==> config.mk <==
export PLATFORM = sky130hd
export DESIGN_NAME = dgc_top
export DESIGN_NICKNAME = d
export VERILOG_FILES = /design/src/verilog/dgc_pkg.sv /design/src/verilog/dgc_top.sv /design/src/verilog/dgc_sync.sv
export VERILOG_INCLUDE_DIRS = /design/src /design/src/verilog
export SDC_FILE = /design/constraint.sdc
export NUM_CORES = 1
export LEC_CHECK = 0
export BUFFER_PORTS_ARGS = -buffer_cell sky130_fd_sc_hd__buf_4
export CAP_MARGIN = 10
export CORE_ASPECT_RATIO = 1.5
export CORE_MARGIN = 3
export CORE_UTILIZATION = 40
export CTS_BUF_LIST = sky130_fd_sc_hd__clkbuf_2
export DETAILED_ROUTE_END_ITERATION = 8
export PLACE_DENSITY = 0.73
export SYNTH_ARGS = -nofsm -noshare
export SYNTH_HDL_FRONTEND = slang
export SYNTH_SLANG_ARGS = --single-unit
==> constraint.sdc <==
create_clock -name CORE_CLK_I -period 14.5 [get_ports CORE_CLK_I]
set_input_delay 2.9 -clock CORE_CLK_I [delete_from_list [all_inputs] [get_ports CORE_CLK_I]]
set_output_delay 2.9 -clock CORE_CLK_I [all_outputs]
set_load 0.005 [all_outputs]
==> src/verilog/dgc_cfg.svh <==
`ifndef DGC_CFG_SVH
`define DGC_CFG_SVH

// ==========================================================
// Converter group sizes
`define DGC_NUM_DAC        12
`define DGC_DAC_W          12
`define DGC_IDX_W          4
`define DGC_NUM_GRP        2

// ==========================================================
// Reset and clear values
`define DGC_CLEAR_CODE     12'h000
`define DGC_DATA_RESET     12'h000
`define DGC_GROUP_ONE_MASK 12'h0FC0

`endif

==> src/verilog/dgc_pkg.sv <==
`include "dgc_cfg.svh"

package dgc_pkg;

    // ======================================================
    // Group clear states
    typedef enum logic {
        GRP_NORMAL,
        GRP_CLEAR
    } dgc_grp_e;

    // ======================================================
    // Data register write request
    typedef struct packed {
        logic                   valid;
        logic [`DGC_IDX_W-1:0]  idx;
        logic [`DGC_DAC_W-1:0]  value;
    } dgc_wr_s;

endpackage

==> src/verilog/dgc_top.sv <==
`timescale 1ns/1ps
`include "dgc_cfg.svh"

// Function
// - Group one low forces clear code
// - Clear never alters data registers
// - Release reloads latch from data register
// - Release reload ignores sync load select
// - Clear high allows normal write/load path
// - Group zero input behaves identically, independently
module dgc_top
    import dgc_pkg::*;
#(
    parameter int                       NUM_DAC        = `DGC_NUM_DAC,
    parameter int                       DAC_W          = `DGC_DAC_W,
    parameter logic [`DGC_NUM_DAC-1:0]  GROUP_ONE_MASK = `DGC_GROUP_ONE_MASK,
    parameter logic [`DGC_DAC_W-1:0]    CLEAR_CODE     = `DGC_CLEAR_CODE
) (
    // Clock and reset
    input  wire logic                     CORE_CLK_I,
    input  wire logic                     RESET_I,
    // Clear pins, active low, asynchronous
    input  wire logic                     GROUP_ZERO_CLEAR_N_I,
    input  wire logic                     GROUP_ONE_CLEAR_N_I,
    // Data register write and load path
    input  wire dgc_wr_s                  DATA_WR_I,
    input  wire logic [NUM_DAC-1:0]       SYNC_LOAD_SELECT_I,
    input  wire logic                     LOAD_STROBE_I,
    // Converter side
    output logic [NUM_DAC*DAC_W-1:0]      LATCH_O,
    output logic [NUM_DAC*DAC_W-1:0]      DATA_REG_O,
    output logic [NUM_DAC-1:0]            CLEAR_ACTIVE_O,
    output logic [`DGC_NUM_GRP-1:0]       GROUP_CLEAR_O
);

    // ======================================================
    // Decode helpers
    function automatic logic wr_hit(input dgc_wr_s wr, input int k);
        wr_hit = wr.valid && (int'(wr.idx) == k);
    endfunction

    // ======================================================
    // Clear pin synchronisers
    logic [`DGC_NUM_GRP-1:0] clear_n_sync;
    logic [`DGC_NUM_GRP-1:0] clear_n_pin;

    assign clear_n_pin = {GROUP_ONE_CLEAR_N_I, GROUP_ZERO_CLEAR_N_I};

    genvar g;
    generate
        for (g = 0; g < `DGC_NUM_GRP; g++) begin : g_sync
            // Metastable pin never reaches latch control directly
            dgc_sync #(
                .RESET_VAL (1'b1)
            ) u_dgc_sync (
                .clk_i   (CORE_CLK_I),
                .rst_i   (RESET_I),
                .async_i (clear_n_pin[g]),
                .level_o (clear_n_sync[g])
            );
        end
    endgenerate

    // ======================================================
    // Per-group clear state machines
    dgc_grp_e                grp_state_reg  [`DGC_NUM_GRP];
    dgc_grp_e                grp_state_next [`DGC_NUM_GRP];
    logic [`DGC_NUM_GRP-1:0] grp_in_clear;
    logic [`DGC_NUM_GRP-1:0] grp_restore;

    generate
        for (g = 0; g < `DGC_NUM_GRP; g++) begin : g_grp
            // Each group follows only its own pin
            always_comb begin
                grp_state_next[g] = grp_state_reg[g];
                case (grp_state_reg[g])
                    GRP_NORMAL: begin
                        if (!clear_n_sync[g]) begin
                            grp_state_next[g] = GRP_CLEAR;
                        end
                    end
                    GRP_CLEAR: begin
                        if (clear_n_sync[g]) begin
                            grp_state_next[g] = GRP_NORMAL;
                        end
                    end
                    default: begin
                        grp_state_next[g] = GRP_NORMAL;
                    end
                endcase
            end

            // State register
            always_ff @(posedge CORE_CLK_I or posedge RESET_I) begin
                if (RESET_I) begin
                    grp_state_reg[g] <= GRP_NORMAL;
                end else begin
                    grp_state_reg[g] <= grp_state_next[g];
                end
            end

            // Clear level and one-cycle restore pulse on release
            assign grp_in_clear[g] = (grp_state_reg[g] == GRP_CLEAR);
            assign grp_restore[g]  = grp_in_clear[g] && clear_n_sync[g];
        end
    endgenerate

    // ======================================================
    // Data registers and output latches
    logic [DAC_W-1:0]   data_reg   [NUM_DAC];
    logic [DAC_W-1:0]   data_next  [NUM_DAC];
    logic [DAC_W-1:0]   latch_reg  [NUM_DAC];
    logic [DAC_W-1:0]   latch_next [NUM_DAC];
    logic [NUM_DAC-1:0] dac_clear;
    logic [NUM_DAC-1:0] dac_restore;
    logic [NUM_DAC-1:0] dac_wr;
    logic [NUM_DAC-1:0] dac_load;
    logic [NUM_DAC-1:0] clear_active_reg;

    genvar k;
    generate
        for (k = 0; k < NUM_DAC; k++) begin : g_dac
            // Group selection and request decode
            assign dac_clear[k]   = grp_in_clear[GROUP_ONE_MASK[k]];
            assign dac_restore[k] = grp_restore[GROUP_ONE_MASK[k]];
            assign dac_wr[k]      = wr_hit(DATA_WR_I, k);
            assign dac_load[k]    = LOAD_STROBE_I && SYNC_LOAD_SELECT_I[k];

            // Data register only listens to writes, clear has no say
            assign data_next[k] = dac_wr[k] ? DATA_WR_I.value : data_reg[k];

            // Latch source priority: clear, restore, direct write, strobed load
            assign latch_next[k] =
                (dac_clear[k] && !dac_restore[k])       ? CLEAR_CODE   :
                dac_restore[k]                          ? data_next[k] :
                (dac_wr[k] && !SYNC_LOAD_SELECT_I[k])   ? DATA_WR_I.value :
                dac_load[k]                             ? data_reg[k]  :
                latch_reg[k];

            // Storage
            always_ff @(posedge CORE_CLK_I or posedge RESET_I) begin
                if (RESET_I) begin
                    data_reg[k]         <= `DGC_DATA_RESET;
                    latch_reg[k]        <= `DGC_DATA_RESET;
                    clear_active_reg[k] <= 1'b0;
                end else begin
                    data_reg[k]         <= data_next[k];
                    latch_reg[k]        <= latch_next[k];
                    clear_active_reg[k] <= dac_clear[k] && !dac_restore[k];
                end
            end

            assign LATCH_O[k*DAC_W +: DAC_W]    = latch_reg[k];
            assign DATA_REG_O[k*DAC_W +: DAC_W] = data_reg[k];

        end
    endgenerate

    generate
        for (g = 0; g < `DGC_NUM_GRP; g++) begin : g_chk

        end
    endgenerate

    // ======================================================
    // Status outputs
    logic [`DGC_NUM_GRP-1:0] group_clear_reg;

    // Registered copy of group states for observers
    always_ff @(posedge CORE_CLK_I or posedge RESET_I) begin
        if (RESET_I) begin
            group_clear_reg <= '0;
        end else begin
            group_clear_reg <= grp_in_clear & ~grp_restore;
        end
    end

    assign GROUP_CLEAR_O  = group_clear_reg;
    assign CLEAR_ACTIVE_O = clear_active_reg;

endmodule // dgc_top

==> src/verilog/dgc_sync.sv <==
`timescale 1ns/1ps

// ==========================================================
// Three-stage pin synchroniser with agreement filter
module dgc_sync #(
    parameter logic RESET_VAL = 1'b1
) (
    // Clock and reset
    input  wire logic clk_i,
    input  wire logic rst_i,
    // Pin side
    input  wire logic async_i,
    // Core side
    output logic      level_o
);

    logic [2:0] stage_reg;
    logic       level_reg;
    wire        agree = (stage_reg[1] == stage_reg[2]);

    // First stage feeds only the second; glitches shorter than two edges are dropped
    always_ff @(posedge clk_i or posedge rst_i) begin
        if (rst_i) begin
            stage_reg <= {3{RESET_VAL}};
            level_reg <= RESET_VAL;
        end else begin
            stage_reg <= {stage_reg[1:0], async_i};
            if (agree) begin
                level_reg <= stage_reg[2];
            end
        end
    end

    assign level_o = level_reg;

endmodule // dgc_sync

# Word level (Yosys, flattened, before mapping)
# Index checks and enable logic that the tools add are counted.
word_totals:
  reg_bits: 302
  inputBits: 34
  wordCells: 177
op_classes:
  n_eq_ne: 13
  n_mux: 62
  bitwise_logic: 2
  reduce_logical: 67
ops:
  columns: ["cell", "count"]
  rows:
  - ["12-bit two-way mux", 60]
  - ["4-bit nonzero test", 12]
  - ["1-bit logical AND", 40]
  - ["4-bit equality test (second input constant)", 8]
  - ["1-bit logical NOT", 14]
  - ["4-bit by 3-bit equality test with 1-bit output (second input constant)", 2]
  - ["4-bit by 2-bit equality test with 1-bit output (second input constant)", 1]
  - ["4-bit logical NOT", 1]
  - ["2-bit bitwise AND", 1]
  - ["1-bit equality test", 2]
  - ["1-bit two-way mux", 2]
  - ["2-bit NOT", 1]

# Depth between registers and ports, before layout
depth:
  word_depth: 6
  ltp_mapped: 7
  mapped_depth_nobuf: 4

# Hierarchy
# Synthesis repeated with hierarchy kept, for this count alone.
unflattened:
  cells_unflattened: 1156
  hier_area_um2: 13902.1
modules_own_cells:
  columns: ["module", "n_inst", "cells_each", "area_per_inst_um2", "seq_area_each_um2"]
  rows:
  - ["dgc_top", 1, 1144, 13661.9, 7307.0]
  - ["dgc_sync", 2, 6, 120.1, 105.1]

# Least setup slack after synthesis
# No wires, ideal clock.
synth_path:
  kind: "in2reg"
  from: "input DATA_WR_I[12] in the netlist's numbering"
  to: "register latch_reg, in the netlist LATCH_O[120]"
  setup_ns: 0.126
  arrival_time_ns: 4.550
  path_slack_ns: 9.824
  cell_stages: 7
  n_path_buf: 3
  cell_sequence: "buf_2 or3b_1 buf_2 nor2_1 buf_4 mux2_2 a221o_1"
synth_rtl:
  columns: ["element", "line", "rtl"]
  rows:
  - ["start: declaration", "dgc_top.sv:26", "input wire dgc_wr_s DATA_WR_I,"]
  - ["end signal: indexed assignment", "dgc_top.sv:144", "latch_reg[k] <= `DGC_DATA_RESET;"]
  - ["end signal: indexed assignment", "dgc_top.sv:148", "latch_reg[k] <= latch_next[k];"]
  - ["end: declaration", "dgc_top.sv:112", "logic [DAC_W-1:0] latch_reg [NUM_DAC];"]

==> results.json <==
{
  "timing.rr.start": "dac_clear[0]",
  "syn_area_sq_mm": 0.0144,
  "fin_crit_sh_pct": 31.1,
  "ys.flop_type": "dfrtp_1",
  "grt_pass1_vias": 11600,
  "grt_pass1_wl_microns": 70700,
  "yosysTopAreaCellShare_pct": 50.7,
  "drtIter0Drc": 878,
  "drt-vias-per-instance": 5.55,
  "cp_top_family": "flip-flops",
  "grt_max_degree": 181,
  "start_util_pct": 40.8,
  "dieArea_sq_mm": 0.0384,
  "reg2reg_slack_ns": 11.66,
  "rr_worst_depth": 4,
  "port_buffers": 335,
  "cts_sinks": 300,
  "p_seq_share_pct": 47.7,
  "fin_ws_ns": 9.98,
  "path_cells": "buf_4",
  "cpPeakStageDelay_ns": 0.50,
  "cts_max_level": 3,
  "power_density_mw_per_mm2": 141,
  "fmax_ghz": 0.221,
  "die_height_microns": 238,
  "min_to": "g_sync[1].u_dgc_sync.stage_reg[1]",
  "wl_microns": 47000,
  "cts_buffers": 73,
  "wl_per_cell_microns": 22.5,
  "rr_endpoint": "LATCH_O[61]",
  "grt_use_total_pct": 23.9,
  "place_ws_ns": 9.17,
  "worstMarginPinSlew_ns": 1.25,
  "synthTopCellsByCount": "dfrtp_1, mux2_2, nand2_1",
  "whs_path_depth": 0,
  "synth-compound-area-share_pct": 12.4,
  "ys_ff_latch": 300,
  "cp.arrival_ns": 1.62,
  "drive_gt1_share_pct": 40.7,
  "fin_tns_setup_ns": 0,
  "cp.required_ns": 11.60,
  "synth-edff-count": 0,
  "rsz0062_at_grt": "false",
  "firstDrtPassIters": 5,
  "slew_violations": 0,
  "drc": 0,
  "dp.cells": 1958,
  "path_clk_slew_ns": 0.11,
  "hp-start": "g_sync[1].u_dgc_sync.stage_reg[0]",
  "cp_num_buf_inv": 1,
  "synthAdderAreaFrac_pct": 0.139,
  "clockRootBuffer": "clkbuf_2",
  "ys_types": 49,
  "synth-simple-area-share_pct": 9.64,
  "cp-end-kind": "output port",
  "period_needed_ns": 4.52,
  "clockBufferDepth": 3,
  "post_cts_buffers": 0,
  "path_max_fanout": 7,
  "fin_skew_ns": 0.0810,
  "synth.most_common_cell": "dfrtp_1",
  "syn2layout_area_growth_pct": 22.7,
  "whs_ns": 0.359,
  "synthCells": 1278,
  "ir_drop_mv": 0.0734,
  "yosys.area.top_type": "dfrtp_1",
  "fin_nets": 1594,
  "fp.coreArea_sq_mm": 0.0353,
  "async_flop_share_pct": 100,
  "syn_nets": 1312,
  "cp_slowest_cell": "dfrtp_1",
  "antenna_found_initial": 8,
  "grt_overflow_total": 0,
  "avgSynthCellArea_sq_um": 11.3,
  "setup-violations-final": 0,
  "hold_viol": 0,
  "cts_resized": 0,
  "power.switching_mw": 0.837,
  "yosys-top-cells-area": "dfrtp_1, mux2_2, mux2i_1",
  "stdcell_count": 2093,
  "vias": 11600,
  "rows": 84,
  "drtAntennaViolNets": 0,
  "power_leakage_nw": 8.00,
  "synth_top_family_by_area": "multiplexers",
  "cp-start-kind": "flip-flop",
  "cts_hold_buf": 0,
  "clockPowerShare_pct": 23.1,
  "die_w_microns": 161,
  "relSlewSlack_pct": 16.6,
  "p_int_mw": 1.66,
  "pin_count": 336,
  "synth_xor_area_share_pct": 0,
  "fill_cells": 3226,
  "worstSetupPathType": "flip-flop to output port",
  "hold_class": "flip-flop to flip-flop",
  "yosysWarnings": 0,
  "cts_tree": "yes",
  "status": "complete, no violations",
  "place_hpwl_microns": 31400,
  "yosysSeqAreaShare_pct": 52.2,
  "p_comb_share_pct": 29.2,
  "gp_congestion": 0.814,
  "synthMuxAreaShare_pct": 19.9,
  "drv_cap": 0,
  "swShare_pct": 33.5,
  "clk_latency_ns": 0.97
}
[metal layers]
layer,part of all wire [%],track usage [%],vias up
li1,-,-,5187
met5,0.021,0,-
met1,39,28.6,5872
met4,4.4,13.6,2
met2,51,40.1,467
met3,6.3,4.85,93
[cell type report]
type                            count  area (sq um)  area share (%)
Tap cell                          473           592            3.35
Antenna cell                        7          17.5          0.0990
Multi-Input combinational cell    788          6080            34.4
Inverter                           52           203            1.15
Timing Repair Buffer              345          2600            14.7
Clock buffer                      105           526            2.97
Sequential cell                   300          7520            42.5
Clock inverter                     23           146           0.828
[power groups by stage]
| stage | combinational, mW | clock, mW | sequential (mW) |
|---|---|---|---|
| 6_report | 0.729 | 0.579 | 1.19 |
| 5_1_grt | 0.791 | 0.638 | 1.21 |
| 4_1_cts | 0.738 | 0.594 | 1.19 |
| 3_5_place_dp | 0.737 | 0 | 1.21 |
| 3_3_place_gp | 0.717 | 0 | 1.20 |
| 2_1_floorplan | 0.316 | 0 | 1.17 |
[per-stage QoR]
| step | utilization, % | total power, mW | instance area, sq um |
|---|---|---|---|
| global route | 50.1 | 2.64 | 17700 |
| CTS | 50.0 | 2.52 | 17700 |
| global placement | 48.1 | 1.92 | 17000 |
| floorplan | - | 1.49 | 14400 |
| finish | 50.1 | 2.50 | 17700 |
| detailed placement | 48.1 | 1.94 | 17000 |
[cells in the final DEF (no fill, tap or decap), types with 20 or more instances in the layout]
| cell | Yosys | final |
|---|---|---|
| inv_1 | 52 | 51 |
| clkbuf_2 | 1 | 105 |
| nand2_1 | 108 | 108 |
| nor2b_1 | 40 | 40 |
| buf_4 | 17 | 344 |
| a221o_1 | 37 | 37 |
| dfrtp_1 | 292 | 291 |
| a21oi_1 | 49 | 49 |
| mux2_2 | 168 | 168 |
| o221ai_1 | 36 | 36 |
| o21ai_1 | 20 | 20 |
| o21ai_0 | 51 | 51 |
| nand3_1 | 50 | 50 |
| mux2i_1 | 98 | 98 |
[cell families (layout without fill, tap and decap cells)]
logic type | count (synthesis) | count (layout)
mux | 266 | 266
other cells | 0 | 7
buf+inv | 190 | 525
compound gates | 247 | 247
simple gates | 273 | 273
flops | 300 | 300
fa+ha+maj | 2 | 2
[how the worst max path moves through the flow]
stage	start	end	slack [ns]	depth (start not counted)
2_1_floorplan	RESET_I	CLEAR_ACTIVE_O[10]	3.32	1
5_1_grt	GROUP_CLEAR_O[0]	CLEAR_ACTIVE_O[5]	9.82	1
3_5_place_dp	DATA_WR_I[12]	LATCH_O[127]	9.17	5
3_3_place_gp	DATA_WR_I[12]	LATCH_O[127]	9.25	5
4_1_cts	GROUP_CLEAR_O[0]	CLEAR_ACTIVE_O[5]	9.87	1
6_report	GROUP_CLEAR_O[0]	CLEAR_ACTIVE_O[5]	9.98	1
Note: power is estimated with default switching activity, not from simulation.
